<file path="config.mk">
export PLATFORM = sky130hd
export DESIGN_NAME = rgc_conv_flat
export DESIGN_NICKNAME = d
export VERILOG_FILES = /design/src/verilog/rgc_pkg.sv /design/src/verilog/rgc_link_if.sv /design/src/verilog/rgc_conv.sv /design/src/verilog/rgc_phy_end.sv /design/src/flat_wrapper.sv
export SDC_FILE = /design/constraint.sdc
export NUM_CORES = 1
export LEC_CHECK = 0
export BUFFER_PORTS_ARGS = -buffer_cell sky130_fd_sc_hd__buf_4
export CAP_MARGIN = 10
export CORE_MARGIN = 3
export CORE_UTILIZATION = 50
export CTS_CLUSTER_SIZE = 24
export DETAILED_ROUTE_END_ITERATION = 10
export PLACE_DENSITY = 0.71
export SLEW_MARGIN = 15
export SYNTH_ARGS = -nofsm -noshare
export SYNTH_HDL_FRONTEND = slang
export SYNTH_HIERARCHICAL = 1
export SYNTH_SLANG_ARGS = --single-unit
</file>
<file path="constraint.sdc">
create_clock -name i_clk_sys -period 3 [get_ports i_clk_sys]
set_input_delay 0.45 -clock i_clk_sys [delete_from_list [all_inputs] [get_ports i_clk_sys]]
set_output_delay 0.45 -clock i_clk_sys [all_outputs]
set_load 0.1 [all_outputs]
</file>
<file path="src/verilog/rgc_pkg.sv">
// Shared constants for the GMII to RGMII converter and its far end
package rgc_pkg;
	// Link timing; the divided link clock stands in for the 125 MHz clock
	localparam int SYS_PERIOD_NS = 10;
	localparam int LINK_PERIOD_NS = 80;
	// Half period, least time rounded up
	localparam int HALF_CYC = (LINK_PERIOD_NS / 2 + SYS_PERIOD_NS - 1) / SYS_PERIOD_NS;
	localparam int BYTE_W = 8;
	localparam int NIB_W = 4;
	// Buffered word: {er, en, data}
	localparam int WORD_W = 10;
	localparam int WORD_EN_BIT = 8;
	localparam int WORD_ER_BIT = 9;
	localparam logic [WORD_W-1:0] IDLE_WORD = 10'h000;
	localparam int FIFO_DEPTH = 8;
	// Which half of the link clock period the serializer is in
	typedef enum logic {HALF_LOW, HALF_HIGH} rgc_half_t;
endpackage : rgc_pkg

</file>
<file path="src/verilog/rgc_link_if.sv">
// Six-signal double-data-rate link between the converter and its far end
`timescale 1ns/1ps
interface rgc_link_if;
	logic txc;
	logic [3:0] txd;
	logic tx_ctl;
	logic rxc;
	logic [3:0] rxd;
	logic rx_ctl;
	modport conv_end (output txc, txd, tx_ctl, input rxc, rxd, rx_ctl);
	modport phy_end (input txc, txd, tx_ctl, output rxc, rxd, rx_ctl);
endinterface : rgc_link_if

</file>
<file path="src/verilog/rgc_conv.sv">
// Converter end: DDR serializer, DDR deserializer and GMII-side top
`timescale 1ns/1ps

module rgc_ddr_tx #(
	parameter int HALF = rgc_pkg::HALF_CYC,
	parameter bit CTL_OR = 1'b0
) (
	// Clock and reset
	input wire logic i_clk_sys,
	input wire logic i_rstn,
	// Word source, popped once per link period
	input wire logic [rgc_pkg::WORD_W-1:0] i_word,
	input wire logic i_valid,
	output logic o_pop,
	// Link pins
	output logic o_clk,
	output logic [rgc_pkg::NIB_W-1:0] o_nib,
	output logic o_ctl,
	// Enable of the word now on the link
	output logic o_active
);
	import rgc_pkg::*;
	localparam int CW = $clog2(HALF + 1);
	localparam logic [CW-1:0] LAST = CW'(HALF - 1);
	// Data moves one system clock before each link clock edge so it is settled at both clock edges
	localparam logic [CW-1:0] MID = CW'(HALF / 2);
	logic [CW-1:0] cnt_q;
	rgc_half_t half_q;
	logic [WORD_W-1:0] cur_q;
	logic [WORD_W-1:0] next_word;
	logic mid;
	logic er_cur;

	assign mid = (cnt_q == MID);
	assign o_pop = mid & (half_q == HALF_LOW) & i_valid;
	assign next_word = i_valid ? i_word : IDLE_WORD;
	assign er_cur = cur_q[WORD_ER_BIT];

	always_ff @(posedge i_clk_sys or negedge i_rstn) begin
		if (!i_rstn) begin
			cnt_q <= '0;
			half_q <= HALF_LOW;
			o_clk <= 1'b0;
		end else if (cnt_q == LAST) begin
			cnt_q <= '0;
			half_q <= (half_q == HALF_LOW) ? HALF_HIGH : HALF_LOW;
			o_clk <= ~o_clk;
		end else begin
			cnt_q <= cnt_q + 1'b1;
		end
	end

	always_ff @(posedge i_clk_sys or negedge i_rstn) begin
		if (!i_rstn) begin
			cur_q <= IDLE_WORD;
			o_nib <= '0;
			o_ctl <= 1'b0;
		end else if (mid) begin
			case (half_q)
				HALF_LOW: begin
					cur_q <= next_word;
					o_nib <= next_word[NIB_W-1:0];
					o_ctl <= next_word[WORD_EN_BIT];
				end
				HALF_HIGH: begin
					o_nib <= cur_q[BYTE_W-1:NIB_W];
					if (CTL_OR) begin
						o_ctl <= cur_q[WORD_EN_BIT] | er_cur;
					end else begin
						o_ctl <= cur_q[WORD_EN_BIT] ^ er_cur;
					end
				end
				default: begin
					o_ctl <= 1'b0;
				end
			endcase
		end
	end

	assign o_active = cur_q[WORD_EN_BIT];
endmodule : rgc_ddr_tx

module rgc_ddr_rx (
	// Clock and reset
	input wire logic i_clk_sys,
	input wire logic i_rstn,
	// Link pins, foreign timing
	input wire logic i_clk,
	input wire logic [rgc_pkg::NIB_W-1:0] i_nib,
	input wire logic i_ctl,
	// Rebuilt byte
	output logic [rgc_pkg::BYTE_W-1:0] o_byte,
	output logic o_dv,
	output logic o_er,
	output logic o_stb,
	output logic o_clk_s
);
	import rgc_pkg::*;
	// Clock, data and control share one synchroniser depth to stay aligned
	logic [NIB_W+1:0] s1_q;
	logic [NIB_W+1:0] s2_q;
	logic [NIB_W-1:0] lo_q;
	logic dv_q;
	logic rise;
	logic fall;

	assign rise = s2_q[NIB_W+1] & ~o_clk_s;
	assign fall = ~s2_q[NIB_W+1] & o_clk_s;

	always_ff @(posedge i_clk_sys or negedge i_rstn) begin
		if (!i_rstn) begin
			s1_q <= '0;
			s2_q <= '0;
			o_clk_s <= 1'b0;
		end else begin
			s1_q <= {i_clk, i_ctl, i_nib};
			s2_q <= s1_q;
			o_clk_s <= s2_q[NIB_W+1];
		end
	end

	always_ff @(posedge i_clk_sys or negedge i_rstn) begin
		if (!i_rstn) begin
			lo_q <= '0;
			dv_q <= 1'b0;
			o_byte <= '0;
			o_dv <= 1'b0;
			o_er <= 1'b0;
			o_stb <= 1'b0;
		end else begin
			o_stb <= fall;
			if (rise) begin
				lo_q <= s2_q[NIB_W-1:0];
				dv_q <= s2_q[NIB_W];
			end
			if (fall) begin
				o_byte <= {s2_q[NIB_W-1:0], lo_q};
				o_dv <= dv_q;
				o_er <= dv_q ^ s2_q[NIB_W];
			end
		end
	end
endmodule : rgc_ddr_rx

module rgc_conv #(
	parameter int HALF = rgc_pkg::HALF_CYC,
	parameter int DEPTH = rgc_pkg::FIFO_DEPTH,
	parameter bit CTL_OR = 1'b0,
	parameter bit RX_CLK_GLOBAL = 1'b1
) (
	// Clock and reset
	input wire logic i_clk_sys,
	input wire logic i_rstn,
	// GMII transmit from the MAC
	input wire logic [rgc_pkg::BYTE_W-1:0] i_gmii_txd,
	input wire logic i_gmii_tx_en,
	input wire logic i_gmii_tx_er,
	input wire logic i_gmii_tx_valid,
	output logic o_gmii_tx_ready,
	// GMII receive to the MAC
	output logic [rgc_pkg::BYTE_W-1:0] o_gmii_rxd,
	output logic o_gmii_rx_dv,
	output logic o_gmii_rx_er,
	output logic o_gmii_rx_stb,
	// Status, asynchronous to the MAC
	output logic o_gmii_col,
	output logic o_gmii_crs,
	// Forwarded receive clock, one network in use
	output logic o_rx_clk_global,
	output logic o_rx_clk_regional,
	// Link
	rgc_link_if.conv_end link
);
	import rgc_pkg::*;
	logic [WORD_W-1:0] f_word;
	logic f_valid;
	logic f_pop;
	logic tx_clk;
	logic [NIB_W-1:0] tx_nib;
	logic tx_ctl;
	logic tx_act;
	logic rx_clk_s;

	rgc_fifo #(.W(WORD_W), .DEPTH(DEPTH)) u_fifo (
		.i_clk_sys(i_clk_sys),
		.i_rstn(i_rstn),
		.i_data({i_gmii_tx_er, i_gmii_tx_en, i_gmii_txd}),
		.i_valid(i_gmii_tx_valid),
		.o_ready(o_gmii_tx_ready),
		.o_data(f_word),
		.o_valid(f_valid),
		.i_ready(f_pop)
	);

	rgc_ddr_tx #(.HALF(HALF), .CTL_OR(CTL_OR)) u_tx (
		.i_clk_sys(i_clk_sys),
		.i_rstn(i_rstn),
		.i_word(f_word),
		.i_valid(f_valid),
		.o_pop(f_pop),
		.o_clk(tx_clk),
		.o_nib(tx_nib),
		.o_ctl(tx_ctl),
		.o_active(tx_act)
	);

	assign link.txc = tx_clk;
	assign link.txd = tx_nib;
	assign link.tx_ctl = tx_ctl;

	rgc_ddr_rx u_rx (
		.i_clk_sys(i_clk_sys),
		.i_rstn(i_rstn),
		.i_clk(link.rxc),
		.i_nib(link.rxd),
		.i_ctl(link.rx_ctl),
		.o_byte(o_gmii_rxd),
		.o_dv(o_gmii_rx_dv),
		.o_er(o_gmii_rx_er),
		.o_stb(o_gmii_rx_stb),
		.o_clk_s(rx_clk_s)
	);

	// Derived from link activity; MAC must resynchronise both
	always_ff @(posedge i_clk_sys or negedge i_rstn) begin
		if (!i_rstn) begin
			o_gmii_col <= 1'b0;
			o_gmii_crs <= 1'b0;
		end else begin
			o_gmii_col <= tx_act & o_gmii_rx_dv;
			o_gmii_crs <= tx_act | o_gmii_rx_dv;
		end
	end

	// Unused network held low rather than left floating
	always_ff @(posedge i_clk_sys or negedge i_rstn) begin
		if (!i_rstn) begin
			o_rx_clk_global <= 1'b0;
			o_rx_clk_regional <= 1'b0;
		end else begin
			o_rx_clk_global <= RX_CLK_GLOBAL & rx_clk_s;
			o_rx_clk_regional <= ~RX_CLK_GLOBAL & rx_clk_s;
		end
	end
endmodule : rgc_conv

</file>
<file path="src/verilog/rgc_phy_end.sv">


module rgc_fifo #(
	parameter int W = 10,
	parameter int DEPTH = 8
) (
	// Clock and reset
	input wire logic i_clk_sys,
	input wire logic i_rstn,
	// Fill side
	input wire logic [W-1:0] i_data,
	input wire logic i_valid,
	output logic o_ready,
	// Drain side
	output logic [W-1:0] o_data,
	output logic o_valid,
	input wire logic i_ready
);
	localparam int AW = (DEPTH > 1) ? $clog2(DEPTH) : 1;
	logic [W-1:0] mem_q [DEPTH];
	logic [AW-1:0] wr_q;
	logic [AW-1:0] rd_q;
	logic [AW:0] cnt_q;
	logic [AW:0] cnt_d;
	logic push;
	logic pop;

	assign push = i_valid & o_ready;
	assign pop = o_valid & i_ready;
	assign o_valid = (cnt_q != '0);
	assign o_data = mem_q[rd_q];
	assign cnt_d = cnt_q + (AW+1)'(push) - (AW+1)'(pop);

	always_ff @(posedge i_clk_sys) begin
		if (push) begin
			mem_q[wr_q] <= i_data;
		end
	end

	always_ff @(posedge i_clk_sys or negedge i_rstn) begin
		if (!i_rstn) begin
			wr_q <= '0;
			rd_q <= '0;
		end else begin
			if (push) begin
				wr_q <= (wr_q == AW'(DEPTH - 1)) ? '0 : wr_q + 1'b1;
			end
			if (pop) begin
				rd_q <= (rd_q == AW'(DEPTH - 1)) ? '0 : rd_q + 1'b1;
			end
		end
	end

	// Ready is registered from the next count so full is never overrun
	always_ff @(posedge i_clk_sys or negedge i_rstn) begin
		if (!i_rstn) begin
			cnt_q <= '0;
			o_ready <= 1'b0;
		end else begin
			cnt_q <= cnt_d;
			o_ready <= (cnt_d != (AW+1)'(DEPTH));
		end
	end
endmodule : rgc_fifo

</file>
<file path="src/flat_wrapper.sv">
// flat-port wrapper written by rule: the top's interface ports become plain ports
module rgc_conv_flat import rgc_pkg::*;
#(
	parameter int HALF = rgc_pkg::HALF_CYC,
	parameter int DEPTH = rgc_pkg::FIFO_DEPTH,
	parameter bit CTL_OR = 1'b0,
	parameter bit RX_CLK_GLOBAL = 1'b1
)
  (i_clk_sys, i_rstn, i_gmii_txd, i_gmii_tx_en, i_gmii_tx_er, i_gmii_tx_valid, o_gmii_tx_ready, o_gmii_rxd, o_gmii_rx_dv, o_gmii_rx_er, o_gmii_rx_stb, o_gmii_col, o_gmii_crs, o_rx_clk_global, o_rx_clk_regional, link_txc, link_txd, link_tx_ctl, link_rxc, link_rxd, link_rx_ctl);
  rgc_link_if link_i ();
  input wire logic i_clk_sys;
  input wire logic i_rstn;
  input wire logic [rgc_pkg::BYTE_W-1:0] i_gmii_txd;
  input wire logic i_gmii_tx_en;
  input wire logic i_gmii_tx_er;
  input wire logic i_gmii_tx_valid;
  output logic o_gmii_tx_ready;
  output logic [rgc_pkg::BYTE_W-1:0] o_gmii_rxd;
  output logic o_gmii_rx_dv;
  output logic o_gmii_rx_er;
  output logic o_gmii_rx_stb;
  output logic o_gmii_col;
  output logic o_gmii_crs;
  output logic o_rx_clk_global;
  output logic o_rx_clk_regional;
  output wire logic [$bits(link_i.txc)-1:0] link_txc;
  output wire logic [$bits(link_i.txd)-1:0] link_txd;
  output wire logic [$bits(link_i.tx_ctl)-1:0] link_tx_ctl;
  input wire logic [$bits(link_i.rxc)-1:0] link_rxc;
  input wire logic [$bits(link_i.rxd)-1:0] link_rxd;
  input wire logic [$bits(link_i.rx_ctl)-1:0] link_rx_ctl;
  assign link_txc = link_i.txc;
  assign link_txd = link_i.txd;
  assign link_tx_ctl = link_i.tx_ctl;
  assign link_i.rxc = link_rxc;
  assign link_i.rxd = link_rxd;
  assign link_i.rx_ctl = link_rx_ctl;
  rgc_conv #(.HALF(HALF), .DEPTH(DEPTH), .CTL_OR(CTL_OR), .RX_CLK_GLOBAL(RX_CLK_GLOBAL)) u_core (.i_clk_sys(i_clk_sys), .i_rstn(i_rstn), .i_gmii_txd(i_gmii_txd), .i_gmii_tx_en(i_gmii_tx_en), .i_gmii_tx_er(i_gmii_tx_er), .i_gmii_tx_valid(i_gmii_tx_valid), .o_gmii_tx_ready(o_gmii_tx_ready), .o_gmii_rxd(o_gmii_rxd), .o_gmii_rx_dv(o_gmii_rx_dv), .o_gmii_rx_er(o_gmii_rx_er), .o_gmii_rx_stb(o_gmii_rx_stb), .o_gmii_col(o_gmii_col), .o_gmii_crs(o_gmii_crs), .o_rx_clk_global(o_rx_clk_global), .o_rx_clk_regional(o_rx_clk_regional), .link(link_i));
endmodule
</file>
-- Word level (Yosys, flattened, before mapping)
Memory sizes are Yosys's and may differ from the RTL's.
Index checks and enable logic that the tools add are counted.
- memories: 1
- word-level logic and storage cells: 58
- bits of input ports: 19
- register bits: 63
- memory bits (writable): 80
- output and inout port bits: 22
- multiplexer cells: 9
- eq/ne operators: 5
- reductions and logical operators: 2
- bitwise gates (word level): 14
- add/sub/neg operators: 5
- memory list (memory ; depth ; width ; rd ports ; clocked after Yosys merged registers in ; write ports ; RTL line ; RTL):
    u_core.u_fifo.mem_q ; 8 ; 10 ; 1 ; 0 ; 1 ; rgc_phy_end.sv:20 ; logic [W-1:0] mem_q [DEPTH];
- operators with widths (kind ; number):
    $mux W10 ; 1
    $add A3 B1 Y3 const B ; 3
    $mux W3 ; 3
    $pmux W4 S2 ; 1
    $and A1 B1 Y1 ; 7
    $eq A3 B2 Y1 const B ; 2
    $eq A3 B3 Y1 const B ; 2
    $add A4 B1 Y4 ; 1
    $ne A4 B4 Y1 const B ; 1
    $not A1 Y1 ; 4
    $reduce_bool A4 Y1 ; 1
    $sub A4 B1 Y4 ; 1
    $mux W1 ; 3
    $pmux W1 S2 ; 1
    $reduce_and A2 Y1 ; 1
    $xor A1 B1 Y1 ; 2
    $or A1 B1 Y1 ; 1

-- Depth between registers and ports, before layout
- depth in word-level cells: 6
- gate-level depth with buffers: 16
- mapped depth without buffers: 15

-- Cells and area by module
Netlist, hierarchy kept.
- by module, submodules not included (module ; times used ; sequential area each (um2) ; cells an instance ; area each (um2)):
    rgc_fifo ; 1 ; 2677.6 ; 177 ; 3716.1
    rgc_ddr_rx ; 1 ; 725.7 ; 48 ; 963.4
    rgc_ddr_tx ; 1 ; 400.4 ; 71 ; 732.0
    rgc_conv ; 1 ; 75.1 ; 7 ; 100.1

-- Worst setup path after synthesis
OpenSTA, ideal clock, no wires.
- path kind: reg2reg
- start: register u_core.u_fifo.cnt_q[2]
- end: register u_core.u_fifo.o_ready
- required time: 2867 ps
- data arrival time: 2753 ps
- setup slack: 114 ps
- cell stages (with the launch flop): 17
- library setup time: 133 ps
- clock period less this slack: 2886 ps
- path buffers: 1
- path through: dfrtp_1 > inv_1 > ha_1 > or3b_2 > buf_2 > inv_1 > nor2_1 > nand2_1 > inv_1 > ha_1 > inv_1 > ha_1 > inv_1 > fa_1 > xnor2_1 > nor4b_1 > mux2i_1
- cells in the longest elaborated chain, start to end: 5
- elaborated cells between the ends (all ways): 6
- those cells by class: 2 x add/sub; 1 x eq/ne; 2 x bitwise; 1 x reduce/logical
- ends and longest elaborated chain (item ; RTL line ; RTL):
    from (decl) ; rgc_phy_end.sv:23 ; logic [AW:0] cnt_q;
    from (signal assigned) ; rgc_phy_end.sv:60 ; cnt_q <= cnt_d;
    $reduce_bool A4 Y1 ; rgc_phy_end.sv:30 ; assign o_valid = (cnt_q != '0);
    net u_core.f_valid ; rgc_conv.sv:176 ; logic f_valid;
    $and A1 B1 Y1 ; rgc_conv.sv:35 ; assign o_pop = mid & (half_q == HALF_LOW) & i_valid;
    net u_core.f_pop ; rgc_conv.sv:177 ; logic f_pop;
    $and A1 B1 Y1 ; rgc_phy_end.sv:29 ; assign pop = o_valid & i_ready;
    net u_core.u_fifo.pop ; rgc_phy_end.sv:26 ; logic pop;
    $sub A4 B1 Y4 ; rgc_phy_end.sv:32 ; assign cnt_d = cnt_q + (AW+1)'(push) - (AW+1)'(pop);
    net u_core.u_fifo.cnt_d[2] ; rgc_phy_end.sv:24 ; logic [AW:0] cnt_d;
    $ne A4 B4 Y1 ; rgc_phy_end.sv:61 ; o_ready <= (cnt_d != (AW+1)'(DEPTH));
    to (signal assigned) ; rgc_phy_end.sv:61 ;
    to (decl) ; rgc_phy_end.sv:13 ; output logic o_ready,
The timed path passes the listed nets, and every way through them passes these cells.
A chain may end at the register's enable or synchronous reset.

-- Worst setup path in the final report
- start: register u_core.u_tx.cnt_q[0]
- end: register u_core.u_fifo.o_ready
- cells in the longest elaborated chain, start to end: 6
- ends and longest elaborated chain (item ; RTL line ; RTL):
    from (decl) ; rgc_conv.sv:27 ; logic [CW-1:0] cnt_q;
    from (signal assigned) ; rgc_conv.sv:49 ; cnt_q <= cnt_q + 1'b1;
    $eq A3 B2 Y1 ; rgc_conv.sv:34 ; assign mid = (cnt_q == MID);
    $and A1 B1 Y1 (2 in a row) ; rgc_conv.sv:35 ;
    net u_core.f_pop ; rgc_conv.sv:177 ;
    $and A1 B1 Y1 ; rgc_phy_end.sv:29 ;
    net u_core.u_fifo.pop ; rgc_phy_end.sv:26 ;
    $sub A4 B1 Y4 ; rgc_phy_end.sv:32 ;
    net u_core.u_fifo.cnt_d[2] ; rgc_phy_end.sv:24 ;
    $ne A4 B4 Y1 ; rgc_phy_end.sv:61 ;
The timed path passes the listed nets, and every way through them passes these cells.

==> flow_summary.toml <==
[outcome]
run_status = "finished, violations left"
violations = "negative hold slack"

[logic_synthesis]
synth_top_flop_cell = "sky130_fd_sc_hd__edfxtp_1"
synth.avg_cell_area_sq_um = 18.2
syn_inst = 303
synth_enable_flop_cells = 80
yosysWarnings = 6
synth-seq-area-share = 0.704
register_bit_count_reported_by_yosys = 139
synth_fp_nets = 334
mappedNetlistArea_sq_mm = 0.00551
async_flop_share = 0.424
yosysUniqueCellTypes = 39

[final_layout]
layout-drive-gt1-share = 0.325
count_of_inserted_antenna_diode_cells = 0
growth_of_design_area_from_synthesis_to_finish_pct = 19.3
finalNetCount = 396
most-common-layout-cells = "80 x sky130_fd_sc_hd__edfxtp_1, 59 x sky130_fd_sc_hd__dfrtp_1, 54 x sky130_fd_sc_hd__buf_4"
postLayoutCoreUtil = 0.626
layout.cells.non_filler = 514
final_common_cell = "sky130_fd_sc_hd__edfxtp_1"
post-route-cell-area_sq_mm = 0.00658

[power]
share_clk_of_total_power = 0.296
power_leakage_nw = 2.69
sequential_power_share = 0.401
internal-power_mw = 4.40
power-per-cell-area_mw_per_mm2 = 1010
netSwitchingPower_mw = 2.24
p_sw_frac = 0.337
comb_power_share = 0.302
vdd.ir_drop.worst_uv = 868

[worst_setup_path]
cp_top_family = "adder cells"
rr_endpoint = "u_core/u_fifo/o_ready$_DFF_PN0_"
largest_fanout_on_the_critical_path = 3
crit_required_ns = 3.38
critPathLaunchType = "flip-flop"
worst_ep_arrival_time_ns = 3.15
crit_path_max_incr_delay_ns = 0.40
critical_path.endpoint_type = "flip-flop"
critical_path.slowest_cell = "sky130_fd_sc_hd__dfrtp_1"
regToRegStartpoint = "u_core/u_tx/cnt_q[0]$_DFF_PN0_"
setup_cp_type = "flip-flop to flip-flop"
cp_num_buf_inv = 4
most_numerous_cell_on_the_critical_path = "sky130_fd_sc_hd__inv_1"
r2r_setup_slack_ns = 0.23
critical_path.cell_chain = "inv_1, ha_1, or3b_4, nor2_1, nand2_1, inv_1, ha_1, inv_1, ha_1, inv_1, fa_1, xnor2_1, nor4b_2, mux2i_1"
timing.reg2reg.worst_path_depth = 14

[sta]
totalNegativeSetupSlack_ns = 0
layout_min_cycle_time_ns = 2.77
timing.final.crit_share = 0.924
slew-limit-headroom = 0.430
final_hold_viol_count = 7
rsz_0062_raised_after_global_routing = "no"
hold_ws_ns = -0.00613
worstMarginPinSlew_ns = 0.855
timing.final.max_slew_violations = 0
worst_clock_skew_ns = 0.00714
setup_viol_count_final = 0
f_max_ghz = 0.361

[placement]
placedCellCount = 482
placedInstanceArea_sq_mm = 0.00600
gp_congestion = 0.667
buffer_ports.inserted = 39
place_hpwl_microns = 5600

[clock_network]
cts_resized = 0
post-cts-setup-buffer-count = 0
clock_tree.buffer_depth = 2
tritoncts = "yes"
cts_max_level = 4
worstSkewPairLatency_ns = 0.51
clk_pin_slew_ns = 0.06
clkSinkCount = 139
cell_chosen_for_the_clock_root = "sky130_fd_sc_hd__clkbuf_8"
ctsHoldBuffers = 0
cts_inserted_buffers = 17

[global_route]
antenna_found_initial = 0
first_global_vias = 2748
grt-ovfl-total = 0
wire_length_of_the_first_global_routing_pass_microns = 14800
grt_max_degree = 60
grt_util_all_layers = 0.159

[floorplan]
die_width_microns = 111
floorplan.die.height_microns = 111
floorplan.initialDensity = 0.524
die-area_sq_mm = 0.0123
core_area_sq_mm = 0.0105
fp-row-count = 37
floorplan.io_pins = 41

[route]
route.antenna.remaining_nets = 0
detail_route.first_pass.iterations = 4
dr_total_vias = 2683
drt-initial-drc-count = 206
detail_route.vias_per_cell = 5.22
drc = 0
totalWireLength_microns = 9090
routedWlPerCell_microns = 17.7

[job]
cap_violations = 0

[hold_path]
hp-class = "input port to asynchronous set/reset pin"
kinds of logic after synthesis:
kind of cell	count (synthesis)	share of synthesized area
flip-flops	139	0.704
AND/OR/NAND/NOR	54	0.0502
multiplexers	51	0.165
buffers and inverters	21	0.0220
AO/OA/AOI/OAI	19	0.0207
adder cells (fa/ha/maj)	12	0.0286
XOR/XNOR	6	0.00953
other	1	0.000680
worst reg2reg max path: stages (launching register included):
cell and delay, ns:
sky130_fd_sc_hd__dfrtp_1 0.40, sky130_fd_sc_hd__inv_1 0.07, sky130_fd_sc_hd__ha_1 0.17, sky130_fd_sc_hd__or3b_4 0.39, sky130_fd_sc_hd__nor2_1 0.09, sky130_fd_sc_hd__nand2_1 0.07
sky130_fd_sc_hd__inv_1 0.05, sky130_fd_sc_hd__ha_1 0.21, sky130_fd_sc_hd__inv_1 0.05, sky130_fd_sc_hd__ha_1 0.16, sky130_fd_sc_hd__inv_1 0.06, sky130_fd_sc_hd__fa_1 0.38
sky130_fd_sc_hd__xnor2_1 0.18, sky130_fd_sc_hd__nor4b_2 0.25, sky130_fd_sc_hd__mux2i_1 0.11
cell usage after synthesis, types with 4 or more instances:
cell type	instances	area, sq um
sky130_fd_sc_hd__edfxtp_1	80	2400
sky130_fd_sc_hd__dfrtp_1	59	1480
sky130_fd_sc_hd__nand2_1	22	82.6
sky130_fd_sc_hd__mux2_2	21	236
sky130_fd_sc_hd__mux4_1	20	526
sky130_fd_sc_hd__ha_1	11	138
sky130_fd_sc_hd__inv_1	10	37.5
sky130_fd_sc_hd__nor2_1	10	37.5
sky130_fd_sc_hd__mux2_4	9	135
sky130_fd_sc_hd__o21ai_0	7	35.0
sky130_fd_sc_hd__nand2b_1	6	37.5
sky130_fd_sc_hd__buf_6	5	56.3
sky130_fd_sc_hd__xnor2_1	4	35.0
stage by stage:
step / power (mW) / setup WS [ns]
6_report: 6.64 / 0.229
3_3_place_gp: 4.65 / 0.202
5_1_grt: 6.99 / 0.0544
3_5_place_dp: 4.71 / 0.146
4_1_cts: 6.70 / 0.117
2_1_floorplan: 4.18 / 0.114
power groups by stage:
stage | combinational (mW) | sequential (mW) | clock (mW)
CTS | 2.02 | 2.67 | 2.01
floorplan | 1.06 | 3.12 | 0
detailed placement | 2.00 | 2.71 | 0
finish | 2.01 | 2.67 | 1.97
global route | 2.16 | 2.72 | 2.11
global placement | 1.97 | 2.68 | 0
routing by layer:
layer / vias up / GRT usage / part of all wire
met1: 1340 / 0.208 / 0.44
li1: 1269 / - / -
met3: 13 / 0.0475 / 0.045
met4: 0 / 0.0616 / 0.016
met2: 61 / 0.254 / 0.49
met5: - / 0 / 0
how the worst max path moves through the flow:
stage | from | end | depth (start not counted)
after CTS | u_core/u_fifo/cnt_q[2]$_DFF_PN0_ | u_core/u_fifo/o_ready$_DFF_PN0_ | 15
after global routing | u_core/u_fifo/cnt_q[2]$_DFF_PN0_ | u_core/u_fifo/o_ready$_DFF_PN0_ | 15
after floorplan | u_core/u_fifo/cnt_q[2]$_DFF_PN0_ | u_core/u_fifo/o_ready$_DFF_PN0_ | 16
after global placement | u_core/u_fifo/cnt_q[2]$_DFF_PN0_ | u_core/u_fifo/o_ready$_DFF_PN0_ | 15
final | u_core/u_tx/cnt_q[0]$_DFF_PN0_ | u_core/u_fifo/o_ready$_DFF_PN0_ | 14
after detailed placement | u_core/u_fifo/cnt_q[2]$_DFF_PN0_ | u_core/u_fifo/o_ready$_DFF_PN0_ | 15
state kept, by name (all words and copies together), names as in the netlist, 4 cells and up:
signal	flops
u_core/u_fifo/mem_q	80
u_core/u_rx/o_byte	8
u_core/u_rx/s1_q	6
u_core/u_rx/s2_q	6
u_core/u_tx/cur_q	6
u_core/u_fifo/cnt_q	4
u_core/u_rx/lo_q	4
u_core/u_tx/o_nib	4
final cells by class:
cell class,count,area [sq um]
Inverter,10,37.5
Sequential cell,139,3880
Fill cell,744,3930
Multi-Input combinational cell,143,1520
Clock inverter,12,140
Timing Repair Buffer,54,405
Tap cell,136,170
Clock buffer,20,425
Note: power is estimated with default switching activity, not from simulation.
